[src/core/eax_pkg.sv]
package eax_pkg;

    // datapath geometry
    localparam int DATA_W    = 8;
    localparam int NIB_W     = 4;
    localparam int BIT_SEL_W = 3;
    localparam int MSB       = DATA_W - 1;
    localparam int LSB       = 0;

    // fixed byte values
    localparam logic [DATA_W-1:0] BYTE_ZERO = 8'h00;
    localparam logic [DATA_W-1:0] BYTE_ONE  = 8'h01;
    localparam logic [DATA_W-1:0] BYTE_ONES = 8'hff;

    // reset values of the architectural state
    localparam logic [DATA_W-1:0] WORKING_RESET = 8'h00;

    // a taken skip replaces the next instruction by this many dummy cycles
    localparam int DUMMY_CYCLES = 1;
    localparam int DUMMY_CNT_W  = 2;

    // operations of this execute group
    typedef enum logic [4:0] {
        OP_OR_TO_WORKING,
        OP_OR_TO_MEMORY,
        OP_ROTATE_LEFT_MEM,
        OP_ROTATE_LEFT_TO_WORKING,
        OP_ROTATE_LEFT_THRU_CARRY_MEM,
        OP_ROTATE_LEFT_THRU_CARRY_WORKING,
        OP_ROTATE_RIGHT_MEM,
        OP_ROTATE_RIGHT_TO_WORKING,
        OP_ROTATE_RIGHT_THRU_CARRY_MEM,
        OP_ROTATE_RIGHT_THRU_CARRY_WORKING,
        OP_SUBTRACT_BORROW_WORKING,
        OP_SUBTRACT_BORROW_MEMORY,
        OP_SUBTRACT_WORKING,
        OP_SUBTRACT_MEMORY,
        OP_DECREMENT_SKIP_ZERO,
        OP_DECREMENT_SKIP_ZERO_WORKING,
        OP_INCREMENT_SKIP_ZERO,
        OP_INCREMENT_SKIP_ZERO_WORKING,
        OP_SET_ALL,
        OP_SET_BIT,
        OP_SKIP_IF_NONZERO,
        OP_SKIP_IF_NONZERO_BIT,
        OP_NIBBLE_EXCHANGE,
        OP_NIBBLE_EXCHANGE_WORKING
    } eax_op_e;

    // status flags kept by the core
    typedef struct packed {
        logic chainedNullFlag;
        logic signedChainFlag;
        logic overflowFlag;
        logic halfCarryFlag;
        logic zeroFlag;
        logic carryFlag;
    } eax_flags_s;

    localparam eax_flags_s FLAGS_RESET = '0;

    // one issued instruction
    typedef struct packed {
        eax_op_e                code;
        logic [BIT_SEL_W-1:0]   bitSel;
    } eax_instr_s;

    // outcome of one operation
    typedef struct packed {
        logic [DATA_W-1:0]      data;
        eax_flags_s             flags;
        logic                   toWorking;
        logic                   toMemory;
        logic                   skip;
    } eax_result_s;

endpackage

[src/core/eax_alu.sv]
`timescale 1ns/10ps

module eax_alu
    import eax_pkg::*;
(
    input  wire eax_instr_s        instr,
    input  wire logic [DATA_W-1:0] working,
    input  wire logic [DATA_W-1:0] memByte,
    input  wire eax_flags_s        flagsIn,
    output eax_result_s            result
);

    ////////////////////////////////////////////////////////////////////////////
    // helpers

    function automatic logic isZero(input logic [DATA_W-1:0] v);
        isZero = (v == BYTE_ZERO);
    endfunction

    // subtract with borrow in; returns {carry, halfCarry, overflow, diff}
    // carry is the inverted borrow: clear when negative, set otherwise
    function automatic logic [DATA_W+2:0] sub8(input logic [DATA_W-1:0] a,
                                               input logic [DATA_W-1:0] b,
                                               input logic              borrow);
        logic [DATA_W:0]  full;
        logic [NIB_W:0]   low;
        logic             ov;
        full = {1'b0, a} - {1'b0, b} - {{DATA_W{1'b0}}, borrow};
        low  = {1'b0, a[NIB_W-1:0]} - {1'b0, b[NIB_W-1:0]} - {{NIB_W{1'b0}}, borrow};
        ov   = (a[MSB] ^ b[MSB]) & (a[MSB] ^ full[MSB]);
        sub8 = {~full[DATA_W], ~low[NIB_W], ov, full[DATA_W-1:0]};
    endfunction

    ////////////////////////////////////////////////////////////////////////////
    // operation decode; flags start as the old ones so untouched ones hold

    always_comb begin
        logic [DATA_W+2:0] diff;
        logic              withBorrow;
        result           = '0;
        result.flags     = flagsIn;
        withBorrow       = (instr.code == OP_SUBTRACT_BORROW_WORKING) ||
                           (instr.code == OP_SUBTRACT_BORROW_MEMORY);
        // borrow in is the inverted carry for the borrow forms only
        diff             = sub8(working, memByte, withBorrow & ~flagsIn.carryFlag);
        unique case (instr.code)
            OP_OR_TO_WORKING, OP_OR_TO_MEMORY: begin
                result.data           = working | memByte;
                result.flags.zeroFlag = isZero(working | memByte);
                result.toWorking      = (instr.code == OP_OR_TO_WORKING);
                result.toMemory       = (instr.code == OP_OR_TO_MEMORY);
            end
            OP_ROTATE_LEFT_MEM, OP_ROTATE_LEFT_TO_WORKING: begin
                result.data      = {memByte[MSB-1:LSB], memByte[MSB]};
                result.toWorking = (instr.code == OP_ROTATE_LEFT_TO_WORKING);
                result.toMemory  = (instr.code == OP_ROTATE_LEFT_MEM);
            end
            OP_ROTATE_LEFT_THRU_CARRY_MEM, OP_ROTATE_LEFT_THRU_CARRY_WORKING: begin
                result.data            = {memByte[MSB-1:LSB], flagsIn.carryFlag};
                result.flags.carryFlag = memByte[MSB];
                result.toWorking = (instr.code == OP_ROTATE_LEFT_THRU_CARRY_WORKING);
                result.toMemory  = (instr.code == OP_ROTATE_LEFT_THRU_CARRY_MEM);
            end
            OP_ROTATE_RIGHT_MEM, OP_ROTATE_RIGHT_TO_WORKING: begin
                result.data      = {memByte[LSB], memByte[MSB:LSB+1]};
                result.toWorking = (instr.code == OP_ROTATE_RIGHT_TO_WORKING);
                result.toMemory  = (instr.code == OP_ROTATE_RIGHT_MEM);
            end
            OP_ROTATE_RIGHT_THRU_CARRY_MEM, OP_ROTATE_RIGHT_THRU_CARRY_WORKING: begin
                result.data            = {flagsIn.carryFlag, memByte[MSB:LSB+1]};
                result.flags.carryFlag = memByte[LSB];
                result.toWorking = (instr.code == OP_ROTATE_RIGHT_THRU_CARRY_WORKING);
                result.toMemory  = (instr.code == OP_ROTATE_RIGHT_THRU_CARRY_MEM);
            end
            OP_SUBTRACT_BORROW_WORKING, OP_SUBTRACT_BORROW_MEMORY,
            OP_SUBTRACT_WORKING, OP_SUBTRACT_MEMORY: begin
                result.data                  = diff[DATA_W-1:0];
                result.flags.carryFlag       = diff[DATA_W+2];
                result.flags.halfCarryFlag   = diff[DATA_W+1];
                result.flags.overflowFlag    = diff[DATA_W];
                result.flags.zeroFlag        = isZero(diff[DATA_W-1:0]);
                result.flags.signedChainFlag = diff[DATA_W] ^ diff[MSB];
                // borrow forms chain the zero over bytes, plain forms restart it
                result.flags.chainedNullFlag = isZero(diff[DATA_W-1:0]) &
                                               (~withBorrow | flagsIn.chainedNullFlag);
                result.toWorking = (instr.code == OP_SUBTRACT_BORROW_WORKING) ||
                                   (instr.code == OP_SUBTRACT_WORKING);
                result.toMemory  = (instr.code == OP_SUBTRACT_BORROW_MEMORY) ||
                                   (instr.code == OP_SUBTRACT_MEMORY);
            end
            OP_DECREMENT_SKIP_ZERO, OP_DECREMENT_SKIP_ZERO_WORKING: begin
                result.data      = memByte - BYTE_ONE;
                result.skip      = isZero(memByte - BYTE_ONE);
                result.toWorking = (instr.code == OP_DECREMENT_SKIP_ZERO_WORKING);
                result.toMemory  = (instr.code == OP_DECREMENT_SKIP_ZERO);
            end
            OP_INCREMENT_SKIP_ZERO, OP_INCREMENT_SKIP_ZERO_WORKING: begin
                result.data      = memByte + BYTE_ONE;
                result.skip      = isZero(memByte + BYTE_ONE);
                result.toWorking = (instr.code == OP_INCREMENT_SKIP_ZERO_WORKING);
                result.toMemory  = (instr.code == OP_INCREMENT_SKIP_ZERO);
            end
            OP_SET_ALL: begin
                result.data     = BYTE_ONES;
                result.toMemory = 1'b1;
            end
            OP_SET_BIT: begin
                result.data     = memByte | (BYTE_ONE << instr.bitSel);
                result.toMemory = 1'b1;
            end
            OP_SKIP_IF_NONZERO: begin
                result.data = memByte;
                result.skip = ~isZero(memByte);
            end
            OP_SKIP_IF_NONZERO_BIT: begin
                result.data = memByte;
                result.skip = memByte[instr.bitSel];
            end
            OP_NIBBLE_EXCHANGE, OP_NIBBLE_EXCHANGE_WORKING: begin
                result.data      = {memByte[NIB_W-1:0], memByte[DATA_W-1:NIB_W]};
                result.toWorking = (instr.code == OP_NIBBLE_EXCHANGE_WORKING);
                result.toMemory  = (instr.code == OP_NIBBLE_EXCHANGE);
            end
            // codes past the last operation write nothing and leave the flags alone
            default: begin
                result.data = memByte;
            end
        endcase
    end

endmodule

[src/core/eax_execute.sv]
`timescale 1ns/10ps

// How it works
// - OR working register with memory byte into working register; only zero flag moves.
// - OR result written back into memory byte; only zero flag moves.
// - Rotate byte left, top bit wraps to bit zero; no flags; memory or working.
// - Rotate left through carry: carry into bit zero, bit seven into carry.
// - Rotate byte right, bit zero wraps to bit seven; no flags; memory or working.
// - Rotate right through carry: carry into bit seven, bit zero into carry.
// - Working minus byte minus inverted carry into working; six flags updated.
// - Same borrow subtraction, difference written to memory byte instead.
// - Subtraction carry clears on negative result, sets on zero or positive.
// - Plain subtraction without borrow, to working or memory, same six flags.
// - A taken skip inserts one dummy cycle in place of the next instruction.
// - Decrement byte into memory, skip when new value is zero, flags unchanged.
// - Decremented byte into working register, memory kept, skip when zero.
// - Increment byte into memory, skip when new value is zero, flags unchanged.
// - Incremented byte into working register, memory kept, skip when zero.
// - Set-byte writes all ones into memory byte, flags unchanged.
// - Set-bit forces selected bit to one, other bits kept, flags unchanged.
// - Bit test skips when selected bit is one, proceeds when zero.
// - Byte test skips when whole byte is nonzero, proceeds when zero.
// - Nibble swap exchanges halves of memory byte in place, flags unchanged.
// - Working-register nibble swap writes swapped byte to working, memory kept.
// - Memory high nibble lands in working low nibble and vice versa.
module eax_execute
    import eax_pkg::*;
#(
    parameter int ADDR_W = 9
)
(
    input  wire logic              clk_sys,
    input  wire logic              rst,
    // instruction issue from the sequencer
    input  wire logic              instrValid,
    input  wire eax_instr_s        instr,
    input  wire logic [ADDR_W-1:0] instrAddr,
    output logic                   instrReady,
    // direct loads of architectural state by the rest of the core
    input  wire logic              workingLoad,
    input  wire logic [DATA_W-1:0] workingLoadData,
    input  wire logic              flagsLoad,
    input  wire eax_flags_s        flagsLoadData,
    // operand read strobe and answer from data memory
    output logic                   memRdReq,
    output logic [ADDR_W-1:0]      memAddr,
    input  wire logic              memRdValid,
    input  wire logic [DATA_W-1:0] memRdData,
    // write-back strobe to data memory
    output logic                   memWrEn,
    output logic [DATA_W-1:0]      memWrData,
    // skip request and completion towards the sequencer
    output logic                   skipReq,
    output logic                   dummyCycle,
    output logic                   instrDone,
    // architectural state
    output logic [DATA_W-1:0]      working,
    output eax_flags_s             flags
);

    ////////////////////////////////////////////////////////////////////////////
    // state and declarations

    typedef enum {
        ST_IDLE,
        ST_READ,
        ST_DUMMY
    } eax_state_e;

    eax_state_e              state;
    eax_state_e              next_state;
    eax_instr_s              heldInstr;
    eax_result_s             aluResult;
    logic                    commit;
    logic [DUMMY_CNT_W-1:0]  dummyCnt;

    localparam logic [DUMMY_CNT_W-1:0] DUMMY_LAST = DUMMY_CNT_W'(DUMMY_CYCLES - 1);
    localparam logic [DUMMY_CNT_W-1:0] CNT_ZERO   = '0;
    localparam logic [DUMMY_CNT_W-1:0] CNT_ONE    = DUMMY_CNT_W'(1);

    ////////////////////////////////////////////////////////////////////////////
    // handshakes

    // the block takes a new instruction only when nothing is in flight
    assign instrReady = (state == ST_IDLE);

    // operand strobe stays high until memory answers
    assign memRdReq   = (state == ST_READ);

    // the operand arrives and the operation completes in the same cycle
    assign commit     = (state == ST_READ) && memRdValid;

    ////////////////////////////////////////////////////////////////////////////
    // datapath

    // the alu sees the held instruction and the byte as it comes back
    eax_alu u_alu (
        .instr   (heldInstr),
        .working (working),
        .memByte (memRdData),
        .flagsIn (flags),
        .result  (aluResult)
    );

    ////////////////////////////////////////////////////////////////////////////
    // sequencing

    // next state: idle, operand read, then the optional dummy cycle
    always_comb begin
        next_state = state;
        unique case (state)
            ST_IDLE: begin
                if (instrValid) begin
                    next_state = ST_READ;
                end
            end
            ST_READ: begin
                if (commit) begin
                    next_state = aluResult.skip ? ST_DUMMY : ST_IDLE;
                end
            end
            ST_DUMMY: begin
                if (dummyCnt == DUMMY_LAST) begin
                    next_state = ST_IDLE;
                end
            end
        endcase
    end

    // state register
    always_ff @(posedge clk_sys) begin
        if (rst) begin
            state <= ST_IDLE;
        end else begin
            state <= next_state;
        end
    end

    // dummy cycle counter; restarts each time a skip is taken
    always_ff @(posedge clk_sys) begin
        if (rst) begin
            dummyCnt <= CNT_ZERO;
        end else if (commit) begin
            dummyCnt <= CNT_ZERO;
        end else if (state == ST_DUMMY) begin
            dummyCnt <= dummyCnt + CNT_ONE;
        end
    end

    // capture the instruction and its address when it is taken
    always_ff @(posedge clk_sys) begin
        if (rst) begin
            heldInstr <= '0;
            memAddr   <= '0;
        end else if (instrValid && instrReady) begin
            heldInstr <= instr;
            memAddr   <= instrAddr;
        end
    end

    ////////////////////////////////////////////////////////////////////////////
    // architectural state

    // working register: commit of a working-destination op, else a core load
    // loads are taken only while idle so an operation never sees a torn operand
    always_ff @(posedge clk_sys) begin
        if (rst) begin
            working <= WORKING_RESET;
        end else if (commit && aluResult.toWorking) begin
            working <= aluResult.data;
        end else if (workingLoad && instrReady) begin
            working <= workingLoadData;
        end
    end

    // flags: the alu hands back old values for every flag it does not touch
    always_ff @(posedge clk_sys) begin
        if (rst) begin
            flags <= FLAGS_RESET;
        end else if (commit) begin
            flags <= aluResult.flags;
        end else if (flagsLoad && instrReady) begin
            flags <= flagsLoadData;
        end
    end

    ////////////////////////////////////////////////////////////////////////////
    // memory write-back

    // one-cycle write strobe after the commit; data held until the next one
    always_ff @(posedge clk_sys) begin
        if (rst) begin
            memWrEn   <= 1'b0;
            memWrData <= BYTE_ZERO;
        end else begin
            memWrEn <= commit && aluResult.toMemory;
            if (commit && aluResult.toMemory) begin
                memWrData <= aluResult.data;
            end
        end
    end

    ////////////////////////////////////////////////////////////////////////////
    // skip and completion

    // skip request is a one-cycle pulse telling the sequencer to drop the
    // instruction it has fetched; the dummy flag marks the cycle that replaces it
    always_ff @(posedge clk_sys) begin
        if (rst) begin
            skipReq <= 1'b0;
        end else begin
            skipReq <= commit && aluResult.skip;
        end
    end

    assign dummyCycle = (state == ST_DUMMY);

    // done pulses one cycle after the commit, or after the last dummy cycle,
    // so a skipping instruction visibly takes the extra cycle
    always_ff @(posedge clk_sys) begin
        if (rst) begin
            instrDone <= 1'b0;
        end else begin
            instrDone <= (commit && !aluResult.skip) ||
                         (state == ST_DUMMY && dummyCnt == DUMMY_LAST);
        end
    end

endmodule

[config.mk]
export PLATFORM = sky130hd
export DESIGN_NAME = eax_execute
export DESIGN_NICKNAME = d
export VERILOG_FILES = /design/src/core/eax_pkg.sv /design/src/core/eax_alu.sv /design/src/core/eax_execute.sv
export SDC_FILE = /design/constraint.sdc
export NUM_CORES = 1
export LEC_CHECK = 0
export BUFFER_PORTS_ARGS = -buffer_cell sky130_fd_sc_hd__buf_2
export CAP_MARGIN = 20
export CORE_UTILIZATION = 50
export CTS_BUF_LIST = sky130_fd_sc_hd__clkbuf_8
export DETAILED_ROUTE_END_ITERATION = 7
export PLACE_DENSITY = 0.69
export SYNTH_ARGS = -nofsm -noshare
export SYNTH_HDL_FRONTEND = slang
export SYNTH_SLANG_ARGS = --single-unit
[constraint.sdc]
create_clock -name clk_sys -period 8.2 [get_ports clk_sys]
set_clock_uncertainty 0.05 [all_clocks]
set_input_delay 0.82 -clock clk_sys [delete_from_list [all_inputs] [get_ports clk_sys]]
set_output_delay 0.82 -clock clk_sys [all_outputs]
set_load 0.1 [all_outputs]
# Word-level counts from Yosys, hierarchy flattened
# Cells that the tools add are included.
# totals
ff_bits,76
input_bits,45
output_inout_bits,37
elab_cells,130
# classes
addsub,7
order_cmp,1
n_eq_ne,33
shift,1
mux,18
bitwise_logic,14
n_reduce_logical,40
# op_table
cell,n
$mux 32,3
$pmux 32 s3,1
$pmux 8 s11,1
$eq 32x2->1 const B,2
$logic_not 32->1,2
$eq 5x4->1 const B,8
$eq 5x5->1 const B,8
$logic_not 8->1,5
$eq 32x1->1 const B,1
$eq 32x3->1 const B,1
$eq 5x3->1 const B,4
$reduce_or 2->1,10
$mux 8,2
$or 8x8->8,2
$mux 6,2
$eq 5x2->1 const B,2
$pmux 1 s10,1
$logic_and 1x1->1,9
$pmux 1 s9,1
$sub 8x8->9,1
$sub 9x1->9,1
$add 8x1->8 const B,1
$shl 1x3->8 const A,1
$sub 8x1->8 const B,1
other kinds (28),44

# Logic depth before layout (Yosys ltp)
# logic_depth
ltp_word,9
depth_mapped,15

# Cells and area by module
# A second synthesis with hierarchy kept.
# hier_totals
cells_unflattened,542
area_unflattened_um2,3973.8
# by_module_without_submodules
module,instances,cells_per_inst,area_per_inst_um2
eax_alu,1,323,2122.0
eax_execute,1,219,1851.8

# Worst setup path before layout
# OpenSTA, ideal clock, no wires.
# synth_timing
path_kind,register -> register
from,reg heldInstr[4] (netlist name)
to,reg working[6]
setup_time_ns,0.086
arrival_time_ns,3.226
required_ns,8.064
setup_slack_ns,4.838
stages_incl_launch_ff,16
path_buffers,4
cell_sequence,dfxtp_1 -> buf_4 -> buf_4 -> buf_4 -> buf_2 -> nand2_1 -> or3_1 -> fa_1 -> inv_1 -> fa_1 -> nand2b_1 -> a2111oi_0 -> nor2_1 -> xnor2_1 -> o2111a_1 -> a211oi_1
# synth_via
elab_chain_cells,6
# synth_lines
item,line_no,rtl
start: declaration,eax_execute.sv:72,eax_instr_s heldInstr;
start signal: assignment,eax_execute.sv:156,heldInstr <= instr;
"$eq 5x4->1, on equally long branches",n/a,
$logic_or 1x1->1,eax_alu.sv:42,withBorrow = (instr.code == OP_SUBTRACT_BORROW_WORKING) ||
$and 1x1->1,eax_alu.sv:45,"diff = sub8(working, memByte, withBorrow & ~flagsIn.carryFlag);"
$sub 9x1->9,eax_alu.sv:28,"full = {1'b0, a} - {1'b0, b} - {{DATA_W{1'b0}}, borrow};"
$pmux 8 s11,eax_alu.sv:46,unique case (instr.code)
$mux 8,eax_execute.sv:169,end else if (commit && aluResult.toWorking) begin
end signal: assignment,eax_execute.sv:170,working <= aluResult.data;
end signal: assignment,eax_execute.sv:172,working <= workingLoadData;
end: declaration,eax_execute.sv:57,"output logic [DATA_W-1:0] working,"
# Several ways; a longest one is shown, not always the timed one.
# A chain may end at the register's enable or synchronous reset.

# Final worst setup path
# layout_timing
from,reg heldInstr[7] (netlist name)
to,reg working[6]
# The elaborated chain is that of the path after synthesis.

==> results.json <==
{
  "cts_tree": "built",
  "clk_latency_ps": 300,
  "grt_pass1_wl_microns": 21200,
  "syn_inst": 552,
  "rr_endpoint": "working[6]",
  "tightest_slew_ps": 924.7,
  "root_buffer": "clkbuf_8",
  "grt_pass1_vias": 4038,
  "numCtsBuffers": 5,
  "clk_path_buf_depth": 2,
  "min_from": "memAddr[0]",
  "tns_ps": 0,
  "yosysWarningCount": 0,
  "ys_seq_elements": 46,
  "required_ps": 8360,
  "period_share": 0.4328,
  "synth_fp_nets": 628,
  "p_leak_nw": 1.917,
  "slew-limit-headroom": 0.3835,
  "holdPathEnd": "memAddr[0]",
  "viasPerCell": 6.232,
  "globalRouteTotalUtil": 0.3062,
  "wl_per_cell_microns": 19.12,
  "antenna_found_initial": 0,
  "synth_edf_count": 0,
  "first_pass_iters": 5,
  "holdBufCountCts": 0,
  "drc": 0,
  "antenna_cells": 0,
  "fin_ws_ps": 4651,
  "syn_area_sq_um": 4282,
  "hold_viol": 0,
  "syn_area_per_cell_sq_um": 7.757,
  "hold_class": "flop to flop",
  "clock_sinks": 46,
  "die_x_microns": 94.54,
  "ys_seq_area_frac": 0.2151,
  "worst_ep_arrival_time_ps": 3710,
  "met3_usage": 0.04106,
  "die-area_sq_um": 8937,
  "synth.area.top_cells": "dfxtp_1, ha_1, nand2_1, a21oi_1, xnor2_1",
  "path_max_fanout": 33,
  "htreeDepth": 2,
  "p_per_area_nw_per_um2": 171.9,
  "synthToLayoutAreaGrowth_pct": 9.439,
  "postCtsSetupRepairBufs": 0,
  "gp_congestion": 0.9776,
  "status": "finished, final reports clean",
  "overflow": 0,
  "yosysUniqueCellTypes": 86,
  "ant_nets": 0,
  "max_cap_viol_count": 0,
  "slew_violations": 0,
  "synthArstFlopShare": 0,
  "use_met1": 0.4379,
  "yosysTopAreaCellShare": 0.2151,
  "path_clk_slew_ps": 90,
  "route.vias.total": 4406,
  "rows": 33,
  "pre_cts_slack_ps": 4541,
  "r2r_cells": 13,
  "grt_setup_unrepaired": "no",
  "drt_iter0_markers": 385,
  "grt_start_max_net_pins": 51,
  "core_sq_um": 8258,
  "period_needed_ps": 3549,
  "hpwl_microns": 10100,
  "end_kind": "flop",
  "top_level_ports": 82,
  "rr_startpoint": "heldInstr[7]",
  "max-vdd-ir-drop_mv": 0.1336,
  "portBuffers": 81,
  "nets": 678,
  "chipHeight_microns": 94.54,
  "crit_type": "flop to flop",
  "crit_path_start_kind": "flop",
  "hold_depth": 2,
  "synthFlopType": "dfxtp_1",
  "synth_area_leader_cell": "dfxtp_1",
  "cts_resized": 0,
  "top_usage_layer": "met2",
  "initial_utilization": 0.5185,
  "final_layout_size_suffix_gt1_frac": 0.1960,
  "max_freq_ghz": 0.2818,
  "grt_util_met2": 0.4674,
  "routed_wl_microns": 13520,
  "setup_violations": 0,
  "reg2reg_slack_ps": 4650
}
cells in the mapped netlist, drive strengths merged, types with 6 or more instances:
cell type and count:
nand3 18, and3 9, a211oi 19, nor4 8
a21oi 38, dfxtp 46, buf 21, nand2 68
xnor2 18, nor3b 7, ha 29, o21ai 23
clkbuf 21, nor2 40, nor3 11, a31oi 6
inv 33, nand2b 13, mux2i 9
critical path, cell delays in order, from the launching register on:
cell,delay [ps]
dfxtp_1,300
buf_4,230
clkinv_1,220
nand2_1,100
or3_1,360
fa_1,400
inv_1,80
fa_1,200
nand2b_1,80
a2111oi_0,620
nor2_1,110
xnor2_1,190
o2111a_1,280
a211oi_1,220
logic make-up after synthesis:
| kind of cell | after synthesis | share of synthesized area |
|---|---|---|
| AO/OA/AOI/OAI | 149 | 0.2554 |
| XOR/XNOR | 23 | 0.04880 |
| adder cells (fa/ha/maj) | 31 | 0.09410 |
| buffers and inverters | 78 | 0.08825 |
| flip-flops | 46 | 0.2151 |
| multiplexers | 12 | 0.03419 |
| AND/OR/NAND/NOR | 213 | 0.2642 |
state kept, by name, summed over array words and instances (netlist names):
signal and cells:
state 2, heldInstr 8, instrDone 1, memWrEn 1, skipReq 1, flags 6
dummyCnt 2, memWrData 8, memAddr 9, working 8
layer usage:
| layer | vias to the layer above | share of wire | wire (microns) |
|---|---|---|---|
| li1 | 2097 | - | - |
| met1 | 2058 | 0.45 | 6098 |
| met2 | 217 | 0.44 | 5984 |
| met3 | 34 | 0.075 | 1019 |
| met4 | 0 | 0.031 | 420 |
| met5 | - | 0 | 0 |
cell type report:
type                            count  area [sq um]
Clock inverter                      2         11.26
Inverter                           36         135.1
Sequential cell                    46         920.9
Tap cell                          105         131.4
Timing Repair Buffer               85         435.4
Fill cell                         808          3572
Multi-Input combinational cell    428          2983
Clock buffer                        5         68.82
metrics by stage:
step	utilization	power (mW)	hold WS, ps	instances	instance area (sq um)
after CTS	0.5674	0.8021	407.2	707	4686
after detailed placement	0.5577	0.6678	394.6	700	4606
after global routing	0.5674	0.8438	432.1	707	4686
final	0.5674	0.8054	403.5	707	4686
after floorplan	-	0.5844	403.6	552	4282
after global placement	0.5577	0.6641	388.8	700	4606
worst max-delay path by stage:
| stage | from | endpoint | slack (ps) | depth (start not counted) |
|---|---|---|---|---|
| finish | heldInstr[7] | working[6] | 4650 | 13 |
| global route | heldInstr[7] | flags[5] | 4320 | 13 |
| CTS | heldInstr[7] | working[6] | 4680 | 13 |
| detailed placement | memRdData[0] | working[6] | 4540 | 11 |
| global placement | memRdData[0] | flags[1] | 4610 | 11 |
| floorplan | heldInstr[4] | working[6] | 4840 | 15 |
cell usage in the layout (no fill, tap or decap), types with 6 or more instances in the layout:
| master | n |
|---|---|
| buf_2 | 81 |
| nand2_1 | 67 |
| dfxtp_1 | 46 |
| nor2_1 | 39 |
| a21oi_1 | 37 |
| inv_1 | 34 |
| ha_1 | 29 |
| o21ai_0 | 19 |
| nand3_1 | 18 |
| xnor2_1 | 18 |
| nand2b_1 | 13 |
| a211oi_1 | 12 |
| nor3_1 | 10 |
| and3_1 | 9 |
| mux2i_1 | 9 |
| nor4_1 | 8 |
| a211oi_2 | 7 |
| nor3b_1 | 6 |
| a31oi_1 | 6 |
report_power, final:
part           switching, mW  internal [mW]  leakage (nW)  total [mW]
registers             0.0184          0.240         0.377       0.259
clock network         0.0785         0.0574        0.0414       0.136
logic                  0.289          0.121          1.50       0.411
total                  0.386          0.419          1.92       0.805
No activity file was read; power rests on OpenSTA's default activity.
